`config.mk`:
```
export PLATFORM = sky130hd
export DESIGN_NAME = gocd_top
export DESIGN_NICKNAME = d
export VERILOG_FILES = /design/src/core/gocd_pkg.sv /design/src/core/gocd_top.sv
export VERILOG_INCLUDE_DIRS = /design/src /design/src/core
export SDC_FILE = /design/constraint.sdc
export NUM_CORES = 1
export LEC_CHECK = 0
export BUFFER_PORTS_ARGS = -buffer_cell sky130_fd_sc_hd__buf_2
export CAP_MARGIN = 20
export CORE_ASPECT_RATIO = 0.5
export CORE_MARGIN = 2
export CORE_UTILIZATION = 60
export CTS_CLUSTER_SIZE = 20
export DETAILED_ROUTE_END_ITERATION = 16
export PLACE_DENSITY = 0.81
export SLEW_MARGIN = 5
export SYNTH_ARGS = -nofsm -noshare
export SYNTH_HDL_FRONTEND = slang
export SYNTH_SLANG_ARGS = --single-unit
```
`constraint.sdc`:
```
create_clock -name pclk -period 4.7 [get_ports pclk]
set_input_delay 0.235 -clock pclk [delete_from_list [all_inputs] [get_ports pclk]]
set_output_delay 0.235 -clock pclk [all_outputs]
set_load 0.005 [all_outputs]
```
`src/core/gocd_regs.svh`:
```
// Register indices, field positions, reset values and timing constants
// of the gauge option decoder.
// Assumes inclusion by bare name from every file that needs them.
`ifndef GOCD_REGS_SVH
`define GOCD_REGS_SVH
// Word indices; the byte address on the bus is four times the index.
`define GOCD_IDX_SPEC 8'h06
`define GOCD_IDX_DATE 8'h08
`define GOCD_IDX_SERIAL 8'h0A
`define GOCD_IDX_MNAME_LEN 8'h0E
`define GOCD_IDX_DNAME_LEN 8'h1A
`define GOCD_IDX_PACK 8'h28
`define GOCD_IDX_GAUGE 8'h29
`define GOCD_IDX_MISC 8'h2A
`define GOCD_IDX_CTRL 8'h30
`define GOCD_IDX_STATUS 8'h31
// Reset values; the misc word carries its fixed-one position.
`define GOCD_RST_ZERO 16'h0000
`define GOCD_RST_MISC 16'h0200
`define GOCD_RST_CTRL 16'h001E
// Pack option bits.
`define GOCD_PK_LED_SRC 7
`define GOCD_PK_SEG_HI 6
`define GOCD_PK_SEG_LO 5
`define GOCD_PK_HOST_CRC 4
`define GOCD_PK_CHG_CRC 3
`define GOCD_PK_SUPPRESS 2
`define GOCD_PK_CELL_HI 1
`define GOCD_PK_CELL_LO 0
// Gauge option bits.
`define GOCD_GA_SYNC 6
`define GOCD_GA_INDEP 5
`define GOCD_GA_COMP 4
`define GOCD_GA_EDV_PACK 3
`define GOCD_GA_OV_CELL 2
`define GOCD_GA_CONT_FIX 1
`define GOCD_GA_ONE_FIX 0
// Misc option bits.
`define GOCD_MI_SENSOR 15
`define GOCD_MI_AFE_CHECK 13
`define GOCD_MI_SLEEP_INH 12
`define GOCD_MI_OT_DSG 11
`define GOCD_MI_CHG_DISP 10
`define GOCD_MI_CELL_DLY 8
`define GOCD_MI_ALARM_OFF 7
`define GOCD_MI_PRE_HI 6
`define GOCD_MI_PRE_LO 5
`define GOCD_MI_FIXED 4
`define GOCD_MI_RETAIN 3
// Own control word: fault reset seconds and failure configuration.
`define GOCD_CT_FRT_HI 7
`define GOCD_CT_FRT_LO 0
`define GOCD_CT_PF_AFE 11
// Status bits.
`define GOCD_ST_AFE_FAIL 0
// Times in their own units and the core clock rate.
`define GOCD_CLK_HZ 50000000
`define GOCD_SLEEP_IDLE_S 2
`define GOCD_CELL_DELAY_S 1
`define GOCD_SECOND_S 1
`endif

```
`src/core/gocd_pkg.sv`:
```
// Types shared by the gauge option decoder.
// Assumes the constants header is included alongside.
package gocd_pkg;
	typedef logic [15:0] gocd_word_t;
	typedef enum logic [1:0] {
		GOCD_PRE_ZERO_VOLT = 2'b00,
		GOCD_PRE_CHARGE = 2'b01,
		GOCD_PRE_ALT = 2'b10,
		GOCD_PRE_UNDEF = 2'b11
	} gocd_prechg_e;
endpackage

```
`src/core/gocd_top.sv`:
```
// Option byte decoder of the gas gauge with its APB register slave.
// Assumes one 50 MHz clock; gauge engine inputs share it, bus pins do not.
`timescale 1ns/1ps
`include "gocd_regs.svh"

// Overview of operation
// RULE_01 - LED source: 0 absolute, 1 relative charge
// RULE_02 - Segment field: 00/11 five, 01 three, 10 four
// RULE_03 - Host alert crc byte follows its bit
// RULE_04 - Charger broadcast crc byte follows its bit
// RULE_05 - Suppress bit blocks all broadcasts regardless of mode
// RULE_06 - Cell field: 11 four, 10 three, 01 two
// RULE_07 - Sync bit loads capacity on valid termination
// RULE_08 - Learning tuned for independent or smart charger
// RULE_09 - Compensation bit selects computed or fixed thresholds
// RULE_10 - End voltage basis: pack or lowest cell
// RULE_11 - Safety limit: pack voltage or scaled highest cell
// RULE_12 - Midrange fix continuous, or once after reset
// RULE_13 - Sensor bit: internal sensor or external thermistor
// RULE_14 - Front end check; failure needs config bit three
// RULE_15 - Sleep after bus low two seconds unless inhibited
// RULE_16 - Overheat: charge switch off, discharge per bit
// RULE_17 - LEDs while charging only with display bit
// RULE_18 - Cell flags delayed one second when enabled
// RULE_19 - Capacity alarm: blink or dark per bit
// RULE_20 - Precharge switch chosen by two-bit field
// RULE_21 - Fixed battery: extra fault clears, keep other switch
// RULE_22 - Retention bit keeps charge switch after termination
// RULE_23 - Fixed positions are ignored by decoding
module gocd_top
	import gocd_pkg::*;
#(
	parameter int SLEEP_CYCLES = `GOCD_SLEEP_IDLE_S * `GOCD_CLK_HZ,
	parameter int DELAY_CYCLES = `GOCD_CELL_DELAY_S * `GOCD_CLK_HZ,
	parameter int SECOND_CYCLES = `GOCD_SECOND_S * `GOCD_CLK_HZ
) (
	input wire logic pclk,
	input wire logic presetn,
	input wire logic psel,
	input wire logic penable,
	input wire logic pwrite,
	input wire logic [9:0] paddr,
	input wire logic [31:0] pwdata,
	input wire logic [3:0] pstrb,
	output logic [31:0] prdata,
	output logic pready,
	output logic pslverr,
	input wire logic smb_clk_pin,
	input wire logic smb_data_pin,
	input wire logic mode_broadcast_enable,
	input wire logic charge_term_valid,
	input wire logic charge_restart,
	input wire logic overtemp,
	input wire logic rca_alarm,
	input wire logic discharging,
	input wire logic cell_high_raw,
	input wire logic cell_low_raw,
	input wire logic afe_comm_error,
	input wire logic chg_fault_evt,
	input wire logic dsg_fault_evt,
	input wire logic pack_removed,
	input wire logic current_charging,
	input wire logic current_discharging,
	input wire logic avg_below_clear,
	output logic led_source_select,
	output logic [2:0] led_segments,
	output logic host_alert_crc_enable,
	output logic charger_broadcast_crc_enable,
	output logic host_broadcast_enable,
	output logic charger_broadcast_enable,
	output logic [2:0] series_cells,
	output logic rm_load_pulse,
	output logic independent_charger_learning,
	output logic end_threshold_compensation,
	output logic end_voltage_basis,
	output logic safety_voltage_basis,
	output logic continuous_midrange_fix,
	output logic midrange_oneshot_pulse,
	output logic on_chip_sensor_select,
	output logic front_end_link_check,
	output logic afe_fail_flag,
	output logic sleep_request,
	output logic led_enable,
	output logic led_blink,
	output logic cell_high_flag,
	output logic cell_low_flag,
	output logic zero_volt_charge_switch,
	output logic chg_precharge_switch,
	output logic alt_precharge_switch,
	output logic chg_fet_on,
	output logic dsg_fet_on,
	output logic chg_fault,
	output logic dsg_fault
);

	////////////////////////////////////////////////////////////////////////
	// Register slots and decoding.
	localparam logic [3:0] SLOT_NONE = 4'hF;
	localparam logic [3:0] SLOT_STATUS = 4'h9;
	localparam int NSLOT = 9;
	localparam gocd_word_t WMASK [NSLOT] = '{16'hFFFF, 16'hFFFF, 16'hFFFF,
		16'h00FF, 16'h00FF, 16'h00FF, 16'h00FF, 16'hFFFF, 16'hFFFF};
	localparam gocd_word_t RSTV [NSLOT] = '{`GOCD_RST_ZERO, `GOCD_RST_ZERO,
		`GOCD_RST_ZERO, `GOCD_RST_ZERO, `GOCD_RST_ZERO, `GOCD_RST_ZERO,
		`GOCD_RST_ZERO, `GOCD_RST_MISC, `GOCD_RST_CTRL};

	// Maps a byte address onto a slot; misaligned words are unmapped.
	function automatic logic [3:0] slot_of(input logic [9:0] addr);
		logic [3:0] s;
		s = SLOT_NONE;
		if (addr[1:0] == 2'b00) begin
			unique case (addr[9:2])
				`GOCD_IDX_SPEC: s = 4'h0;
				`GOCD_IDX_DATE: s = 4'h1;
				`GOCD_IDX_SERIAL: s = 4'h2;
				`GOCD_IDX_MNAME_LEN: s = 4'h3;
				`GOCD_IDX_DNAME_LEN: s = 4'h4;
				`GOCD_IDX_PACK: s = 4'h5;
				`GOCD_IDX_GAUGE: s = 4'h6;
				`GOCD_IDX_MISC: s = 4'h7;
				`GOCD_IDX_CTRL: s = 4'h8;
				`GOCD_IDX_STATUS: s = SLOT_STATUS;
				default: s = SLOT_NONE;
			endcase
		end
		return s;
	endfunction

	logic [3:0] slot;
	logic wr_en;
	gocd_word_t cfg_ff [NSLOT];
	gocd_word_t nxt_cfg [NSLOT];
	gocd_word_t lane_mask;
	gocd_word_t status_word;
	logic [31:0] prdata_ff;
	logic [31:0] nxt_prdata;

	// The read word is captured in the setup cycle, so every access
	// takes exactly one access cycle and prdata comes from a flop.
	assign slot = slot_of(paddr);
	assign pready = psel & penable;
	assign pslverr = psel & penable & (slot == SLOT_NONE);
	assign wr_en = psel & penable & pwrite & (slot != SLOT_NONE);
	assign lane_mask = {{8{pstrb[1]}}, {8{pstrb[0]}}};
	assign prdata = prdata_ff;

	// Byte-lane writes into the option words; high lanes read as zero.
	always_comb begin
		for (int i = 0; i < NSLOT; i++) begin
			nxt_cfg[i] = cfg_ff[i];
			if (wr_en && slot == 4'(i)) begin
				nxt_cfg[i] = ((cfg_ff[i] & ~lane_mask) |
					(pwdata[15:0] & lane_mask)) & WMASK[i];
			end
		end
		nxt_prdata = prdata_ff;
		if (psel && !penable) begin
			nxt_prdata = 32'h0000_0000;
			if (slot == SLOT_STATUS) begin
				nxt_prdata[15:0] = status_word;
			end else if (slot != SLOT_NONE) begin
				nxt_prdata[15:0] = cfg_ff[slot];
			end
		end
	end

	always_ff @(posedge pclk or negedge presetn) begin
		if (!presetn) begin
			cfg_ff <= RSTV;
			prdata_ff <= 32'h0000_0000;
		end else begin
			cfg_ff <= nxt_cfg;
			prdata_ff <= nxt_prdata;
		end
	end

	////////////////////////////////////////////////////////////////////////
	// Plain decoding; fixed positions are never looked at.
	gocd_word_t pack_w;
	gocd_word_t gauge_w;
	gocd_word_t misc_w;
	gocd_word_t ctrl_w;
	gocd_prechg_e pre_sel;
	assign pack_w = cfg_ff[5];
	assign gauge_w = cfg_ff[6];
	assign misc_w = cfg_ff[7];
	assign ctrl_w = cfg_ff[8];
	assign pre_sel = gocd_prechg_e'(misc_w[`GOCD_MI_PRE_HI:`GOCD_MI_PRE_LO]);

	always_comb begin
		led_source_select = pack_w[`GOCD_PK_LED_SRC]; // RULE_01 RULE_23
		unique case (pack_w[`GOCD_PK_SEG_HI:`GOCD_PK_SEG_LO]) // RULE_02
			2'b01: led_segments = 3'h3;
			2'b10: led_segments = 3'h4;
			default: led_segments = 3'h5;
		endcase
		host_alert_crc_enable = pack_w[`GOCD_PK_HOST_CRC]; // RULE_03
		charger_broadcast_crc_enable = pack_w[`GOCD_PK_CHG_CRC]; // RULE_04
		// Mode bits alone cannot reopen broadcasts while suppressed.
		host_broadcast_enable = mode_broadcast_enable &
			!pack_w[`GOCD_PK_SUPPRESS]; // RULE_05
		charger_broadcast_enable = host_broadcast_enable; // RULE_05
		unique case (pack_w[`GOCD_PK_CELL_HI:`GOCD_PK_CELL_LO]) // RULE_06
			2'b11: series_cells = 3'h4;
			2'b10: series_cells = 3'h3;
			2'b01: series_cells = 3'h2;
			default: series_cells = 3'h0;
		endcase
		rm_load_pulse = charge_term_valid & gauge_w[`GOCD_GA_SYNC]; // RULE_07
		independent_charger_learning = gauge_w[`GOCD_GA_INDEP]; // RULE_08
		end_threshold_compensation = gauge_w[`GOCD_GA_COMP]; // RULE_09
		end_voltage_basis = gauge_w[`GOCD_GA_EDV_PACK]; // RULE_10
		safety_voltage_basis = gauge_w[`GOCD_GA_OV_CELL]; // RULE_11
		continuous_midrange_fix = gauge_w[`GOCD_GA_CONT_FIX]; // RULE_12
		on_chip_sensor_select = misc_w[`GOCD_MI_SENSOR]; // RULE_13
		front_end_link_check = misc_w[`GOCD_MI_AFE_CHECK]; // RULE_14
		// The undefined code drives no switch at all rather than two.
		zero_volt_charge_switch = (pre_sel == GOCD_PRE_ZERO_VOLT); // RULE_20
		chg_precharge_switch = (pre_sel == GOCD_PRE_CHARGE); // RULE_20
		alt_precharge_switch = (pre_sel == GOCD_PRE_ALT); // RULE_20
	end

	// LED gating while charging and under a capacity alarm.
	logic led_shown;
	assign led_shown = discharging | misc_w[`GOCD_MI_CHG_DISP]; // RULE_17
	assign led_enable = led_shown &
		!(rca_alarm & misc_w[`GOCD_MI_ALARM_OFF]); // RULE_19
	assign led_blink = led_shown & rca_alarm &
		!misc_w[`GOCD_MI_ALARM_OFF]; // RULE_19

	////////////////////////////////////////////////////////////////////////
	// Bus pin synchronisers and the idle-sleep timer.
	logic [1:0] smb_meta_ff;
	logic [1:0] smb_sync_ff;
	logic [31:0] sleep_cnt_ff;
	logic [31:0] nxt_sleep_cnt;
	logic sleep_ff;
	logic nxt_sleep;
	logic bus_low;
	assign bus_low = !smb_sync_ff[0] & !smb_sync_ff[1];
	assign sleep_request = sleep_ff;

	// Any high level on either line restarts the two-second wait.
	always_comb begin
		nxt_sleep_cnt = 32'h0000_0000;
		nxt_sleep = 1'b0;
		if (bus_low && !misc_w[`GOCD_MI_SLEEP_INH]) begin // RULE_15
			nxt_sleep_cnt = sleep_cnt_ff;
			if (sleep_cnt_ff == 32'(SLEEP_CYCLES - 1)) begin
				nxt_sleep = 1'b1;
			end else begin
				nxt_sleep_cnt = sleep_cnt_ff + 32'h0000_0001;
			end
		end
	end

	always_ff @(posedge pclk or negedge presetn) begin
		if (!presetn) begin
			smb_meta_ff <= 2'b11;
			smb_sync_ff <= 2'b11;
			sleep_cnt_ff <= 32'h0000_0000;
			sleep_ff <= 1'b0;
		end else begin
			smb_meta_ff <= {smb_data_pin, smb_clk_pin};
			smb_sync_ff <= smb_meta_ff;
			sleep_cnt_ff <= nxt_sleep_cnt;
			sleep_ff <= nxt_sleep;
		end
	end

	////////////////////////////////////////////////////////////////////////
	// Cell voltage flags, each with an optional one-second delay.
	logic [1:0] cell_raw;
	logic [1:0] cell_flag;
	assign cell_raw = {cell_low_raw, cell_high_raw};
	assign cell_high_flag = cell_flag[0];
	assign cell_low_flag = cell_flag[1];

	for (genvar g = 0; g < 2; g++) begin : g_cell
		logic [31:0] cnt_ff;
		logic [31:0] nxt_cnt;
		logic nxt_flag;
		logic flag_ff;
		// The flag drops as soon as the raw condition goes away.
		always_comb begin
			nxt_cnt = 32'h0000_0000;
			nxt_flag = 1'b0;
			if (cell_raw[g]) begin
				nxt_cnt = cnt_ff;
				if (!misc_w[`GOCD_MI_CELL_DLY] ||
					cnt_ff == 32'(DELAY_CYCLES - 1)) begin // RULE_18
					nxt_flag = 1'b1;
				end else begin
					nxt_cnt = cnt_ff + 32'h0000_0001;
				end
			end
		end
		always_ff @(posedge pclk or negedge presetn) begin
			if (!presetn) begin
				cnt_ff <= 32'h0000_0000;
				flag_ff <= 1'b0;
			end else begin
				cnt_ff <= nxt_cnt;
				flag_ff <= nxt_flag;
			end
		end
	end
	// Each lane owns its own flop, so the vector has a single driver.
	assign cell_flag = {g_cell[1].flag_ff, g_cell[0].flag_ff};

	////////////////////////////////////////////////////////////////////////
	// Sticky state: front end failure, termination, one-shot, faults.
	logic afe_fail_ff, nxt_afe_fail;
	logic term_ff, nxt_term;
	logic oneshot_done_ff, nxt_oneshot_done;
	logic chg_fault_ff, nxt_chg_fault;
	logic dsg_fault_ff, nxt_dsg_fault;
	logic [31:0] sec_cnt_ff, nxt_sec_cnt;
	logic [7:0] clr_sec_ff, nxt_clr_sec;
	logic sec_tick, fixed_mode, clr_done, clr_chg, clr_dsg;

	assign fixed_mode = misc_w[`GOCD_MI_FIXED];
	assign sec_tick = (sec_cnt_ff == 32'(SECOND_CYCLES - 1));
	assign clr_done = (clr_sec_ff >= ctrl_w[`GOCD_CT_FRT_HI:`GOCD_CT_FRT_LO]);
	// Fixed batteries also clear on reverse current or a quiet average.
	assign clr_chg = pack_removed | (fixed_mode &
		(current_discharging | clr_done)); // RULE_21
	assign clr_dsg = pack_removed | (fixed_mode &
		(current_charging | clr_done)); // RULE_21

	// In every flag a new event beats a clear in the same cycle.
	always_comb begin
		nxt_afe_fail = afe_fail_ff;
		if (wr_en && slot == SLOT_STATUS && pstrb[0] &&
			pwdata[`GOCD_ST_AFE_FAIL]) begin
			nxt_afe_fail = 1'b0;
		end
		if (afe_comm_error && misc_w[`GOCD_MI_AFE_CHECK] &&
			ctrl_w[`GOCD_CT_PF_AFE]) begin // RULE_14
			nxt_afe_fail = 1'b1;
		end
		nxt_term = (term_ff & !charge_restart) | charge_term_valid;
		nxt_oneshot_done = oneshot_done_ff | midrange_oneshot_pulse;
		nxt_chg_fault = (chg_fault_ff & !clr_chg) | chg_fault_evt;
		nxt_dsg_fault = (dsg_fault_ff & !clr_dsg) | dsg_fault_evt;
		nxt_sec_cnt = sec_tick ? 32'h0000_0000 : sec_cnt_ff + 32'h0000_0001;
		nxt_clr_sec = 8'h00;
		if (fixed_mode && avg_below_clear &&
			(chg_fault_ff || dsg_fault_ff)) begin // RULE_21
			nxt_clr_sec = clr_sec_ff;
			if (sec_tick && !clr_done) begin
				nxt_clr_sec = clr_sec_ff + 8'h01;
			end
		end
	end

	always_ff @(posedge pclk or negedge presetn) begin
		if (!presetn) begin
			afe_fail_ff <= 1'b0;
			term_ff <= 1'b0;
			oneshot_done_ff <= 1'b0;
			chg_fault_ff <= 1'b0;
			dsg_fault_ff <= 1'b0;
			sec_cnt_ff <= 32'h0000_0000;
			clr_sec_ff <= 8'h00;
		end else begin
			afe_fail_ff <= nxt_afe_fail;
			term_ff <= nxt_term;
			oneshot_done_ff <= nxt_oneshot_done;
			chg_fault_ff <= nxt_chg_fault;
			dsg_fault_ff <= nxt_dsg_fault;
			sec_cnt_ff <= nxt_sec_cnt;
			clr_sec_ff <= nxt_clr_sec;
		end
	end

	assign afe_fail_flag = afe_fail_ff;
	assign chg_fault = chg_fault_ff;
	assign dsg_fault = dsg_fault_ff;
	// Fires once, the first time the bit is seen after reset.
	assign midrange_oneshot_pulse = gauge_w[`GOCD_GA_ONE_FIX] &
		!oneshot_done_ff; // RULE_12

	// Switch drive; a removable pack drops both switches on any fault.
	assign chg_fet_on = !overtemp & !(term_ff & !misc_w[`GOCD_MI_RETAIN]) &
		!chg_fault_ff & !(dsg_fault_ff & !fixed_mode); // RULE_16 RULE_22
	assign dsg_fet_on = !(overtemp & misc_w[`GOCD_MI_OT_DSG]) &
		!dsg_fault_ff & !(chg_fault_ff & !fixed_mode); // RULE_16 RULE_21

	assign status_word = {9'h000, sleep_ff, cell_flag, dsg_fault_ff,
		chg_fault_ff, term_ff, afe_fail_ff};
endmodule

```
# Yosys cells after proc, flatten, opt, wreduce, memory -nomap -nowiden
# Index checks and enable logic that the tools add are counted.
[totals]
reg_bits = 276
inputBits = 68
[classes]
add_sub_neg = 5
order_cmp = 2
eq_ne = 36
n_mux = 26
bitwise_logic = 56
n_reduce_logical = 48
[op_table]
columns = ["operator", "count"]
rows = [
  ["two-way mux 32 bit", 7],
  ["adder 32 x 1 -> 32 bit (second input constant)", 4],
  ["bitwise AND 16 bit", 6],
  ["equality test 32 x 26 -> 1 bit (second input constant)", 3],
  ["bitwise OR 16 bit", 5],
  ["binary-select mux 16 bit (select 4 bit)", 1],
  ["two-way mux 16 bit", 4],
  ["equality test 8 x 6 -> 1 bit (second input constant)", 5],
  ["case mux 4 bit (10 select lines)", 1],
  ["bitwise AND 8 bit", 4],
  ["equality test 32 x 27 -> 1 bit (second input constant)", 1],
  ["bitwise OR 8 bit", 4],
  ["bitwise AND 1 bit", 26],
  ["equality test 8 x 4 -> 1 bit (second input constant)", 3],
  ["logical NOT 1 bit", 22],
  ["logical AND 1 bit", 19],
  ["equality test 4 x 3 -> 1 bit (second input constant)", 4],
  ["two-way mux 8 bit", 2],
  ["NOT 16 bit", 1],
  ["equality test 4 bit (second input constant)", 3],
  ["bitwise OR 1 bit", 9],
  ["case mux 3 bit (3 select lines)", 1],
  ["adder 8 x 1 -> 8 bit (second input constant)", 1],
  ["equality test 2 bit (second input constant)", 4],
  ["18 further kinds", 33],
]

# Depth between registers and ports, before layout
[depth]
word_depth = 10
ltp_mapped = 11

# Least setup slack after synthesis
# OpenSTA, ideal clock, no wires.
[synth_timing]
path_kind = "in2reg"
startpoint = "input paddr[2]"
endpoint = "register (tool-made name)"
t_arrival_ps = 2376
slack_ps = 2199
path_stages = 9
cell_sequence = "clkbuf_1 nand4bb_1 or4_4 o2111ai_2 nand2_4 or2_4 or4_1 buf_6 mux2_4"
[synth_lines]
columns = ["element", "line_no", "text"]
rows = [
  ["from (decl)", "gocd_top.sv:42", "input wire logic [9:0] paddr,"],
]

==> flow_metrics.env <==
export IMPL_p_leak_nw=7.23
export IMPL_drive_gt1_share_pct=20.1
export IMPL_initial_core_util_pct=61.1
export IMPL_wire_per_inst_um=18.5
export IMPL_min_delay_path_class="in2reg"
export IMPL_ys_types=78
export IMPL_slew_violations=0
export IMPL_setup_tns_ns=0
export IMPL_grt_pass1_wl_um=54400
export IMPL_placed_cell_area_um2=14700
export IMPL_ctsResizeCount=0
export IMPL_utilization_pct=68.7
export IMPL_synth_area_um2=13900
export IMPL_chipWidth_um=220
export IMPL_design_area_um2=15700
export IMPL_place_gp_congestion=0.925
export IMPL_fmax_ghz=0.334
export IMPL_synth_edff_count=0
export IMPL_boundaryPins=135
export IMPL_clock_latency_ns=0.53
export IMPL_synth_seq_cells=276
export IMPL_first_global_vias=10800
export IMPL_holdWs_ns=0.0187
export IMPL_io_buffer_count=100
export IMPL_outcome="complete, no violations"
export IMPL_tightestPinTransition_ns=1.13
export IMPL_slew_headroom_pct=23.9
export IMPL_worst_setup_path_end_kind="flip-flop"
export IMPL_nNetsFinal=1520
export IMPL_root_buffer="clkbuf_16"
export IMPL_power_density_nw_per_um2=296
export IMPL_die_h_um=112
export IMPL_hpwlAfterDp_um=22300
export IMPL_cts_buffers=25
export IMPL_synth_seq_area_share_pct=49.6
export IMPL_synth_cells=1329
export IMPL_dieArea_um2=24600
export IMPL_finClkSkew_ns=0.0136
export IMPL_setup_viol=0
export IMPL_synth_top_area_share_pct=47.9
export IMPL_hold_violations=0
export IMPL_avgViaCountPerCell=6.05
export IMPL_arrival_ns=3.44
export IMPL_cts_buffer_depth=3
export IMPL_core_area_um2=22800
export IMPL_grt_usage_pct=27.4
export IMPL_yosys_most_used_dff="dfrtp_1"
export IMPL_antenna_found_initial=3
export IMPL_syn2layout_area_growth_pct=12.5
export IMPL_drt_iter0_drc=889
export IMPL_routed_wirelength_um=32700
export IMPL_first_pass_iters=6
export IMPL_clkSinkCount=276
export IMPL_syn_area_per_cell_um2=10.5
export IMPL_crit_required_ns=5.15
export IMPL_cp_max_fo=6
export IMPL_ys_async_sr_fraction_pct=100
export IMPL_clk_pin_slew_ns=0.07
export IMPL_yosysWarnings=0
export IMPL_rsz0062_at_grt="false"
export IMPL_ant_nets=0
export IMPL_fillers=1649
export IMPL_rows=39
export IMPL_cts_setup_buffers=0
export IMPL_period_needed_ns=2.99
export IMPL_ir_drop_mv=0.292
export IMPL_cts_tree="yes"
export IMPL_postCtsHoldBufs=15
export IMPL_yosys_top_cells_area="dfrtp_1 48%, mux2_2 7.5%, xor2_1 3.5%"
export IMPL_globalRouteOverflowTotal=0
export IMPL_cp_start_kind="flip-flop"
export IMPL_htreeDepth=1
export IMPL_fin_crit_sh_pct=63.6
export IMPL_critPathKind="reg2reg"
export IMPL_vias=10700
export IMPL_p_total_w=0.00464
export IMPL_grt_max_degree=141
export IMPL_yosysTopAreaCell="dfrtp_1"
export IMPL_drc=0
export IMPL_drv_cap=0
worst max-delay path: stages (launching register included):
cell and delay [ns]:
dfstp_2 0.54, inv_1 0.06, ha_1 0.19, a2111oi_0 0.69
nand2b_1 0.13, a21oi_1 0.42, o21ai_1 0.29, or3_1 0.43
a21oi_1 0.15
where the power goes:
part           total, W  internal, W  switching, W
Clock           0.00204      0.00112      0.000916
Combinational  0.000198    0.0000643      0.000133
Sequential      0.00240      0.00239     0.0000125
layout by cell type, fill, tap and decap left out, drive strengths merged, types with 5 or more instances in the layout:
master       Yosys  layout
or2              8       8
clkbuf          27      35
nor4            16      16
a21oi           33      33
xor2            56      56
nand4b           6       6
nand3           68      68
buf             31     109
nand2b           7       7
nand2          116     116
a21boi          11      11
nor2           109     109
conb             1      16
a21o             5       5
nor2b           21      21
a211oi           5       5
clkinv           0       8
a31oi            7       7
and2            63      63
nor3            28      28
nor4b           10      10
or3             25      25
or4              5       5
o21ai           38      38
dlygate4sd3      0      15
xnor2           55      55
mux2           107     107
inv             26      26
nand4           38      38
dfstp            9       9
dfrtp          267     267
and3            27      27
ha              15      15
a32oi            5       5
and4            10      10
a221oi           8       8
mux2i           11      11
o211ai          11      11
cells by family after synthesis:
family	Yosys count	share of synthesized area, %
compound gates	151	7.30
xor+xnor	111	6.97
fa+ha+maj	15	1.35
buf+inv	84	2.84
flops	276	49.6
mux	118	9.64
other cells	1	0.0269
simple gates	573	22.3
synth_stat cells, drive strengths merged, types with 15 or more instances:
library cell,count
buf,31
xnor2,55
nor3,28
and3,27
inv,26
nand4,38
xor2,56
nor4,16
o21ai,38
dfrtp,267
clkbuf,27
or3,25
mux2,107
a21oi,33
nand3,68
ha,15
nor2,109
nand2,116
nor2b,21
and2,63
routing by layer:
layer | wire [µm] | share of wire (%) | track usage [%] | vias up
li1 | - | - | - | 4905
met1 | 13800 | 42 | 36.5 | 5330
met2 | 15700 | 48 | 45.5 | 357
met3 | 2030 | 6.2 | 5.05 | 87
met4 | 1120 | 3.4 | 9.13 | 0
met5 | 0 | 0 | 0 | -
final timing paths:
path	startpoint	depth (start not counted)	end	slack, ns
worst max register to register	flip-flop	8	clr_sec_ff[6]	1.71
min in group asynchronous	presetn	2	g_cell[1].cnt_ff[6]	0.45
worst min register to register	smb_meta_ff[0]	0	smb_sync_ff[0]	0.36
worst max-delay path	flip-flop	8	clr_sec_ff[6]	1.71
worst min-delay path	pwdata[12]	2	flip-flop	0.02
max in group asynchronous	presetn	3	g_cell[1].cnt_ff[25]	3.15
per-stage QoR:
step / setup WS, ns / std cells
3_5_place_dp: 1.45 / 1701
5_1_grt: 1.55 / 1765
2_1_floorplan: 2.20 / 1344
3_3_place_gp: 1.53 / 1701
6_report: 1.71 / 1765
4_1_cts: 1.77 / 1761
area by class of cell:
type / count / area (µm²) / share of cell area [%]
flip-flops and latches: 276 / 6920 / 44.1
multi-input cells: 984 / 6700 / 42.7
repair buffers: 124 / 761 / 4.85
clock buffers: 35 / 753 / 4.80
well taps: 307 / 384 / 2.45
inverters: 26 / 97.6 / 0.622
clock inverters: 10 / 70.1 / 0.447
diodes: 3 / 7.51 / 0.0478
(Power assumes the default switching activity.)
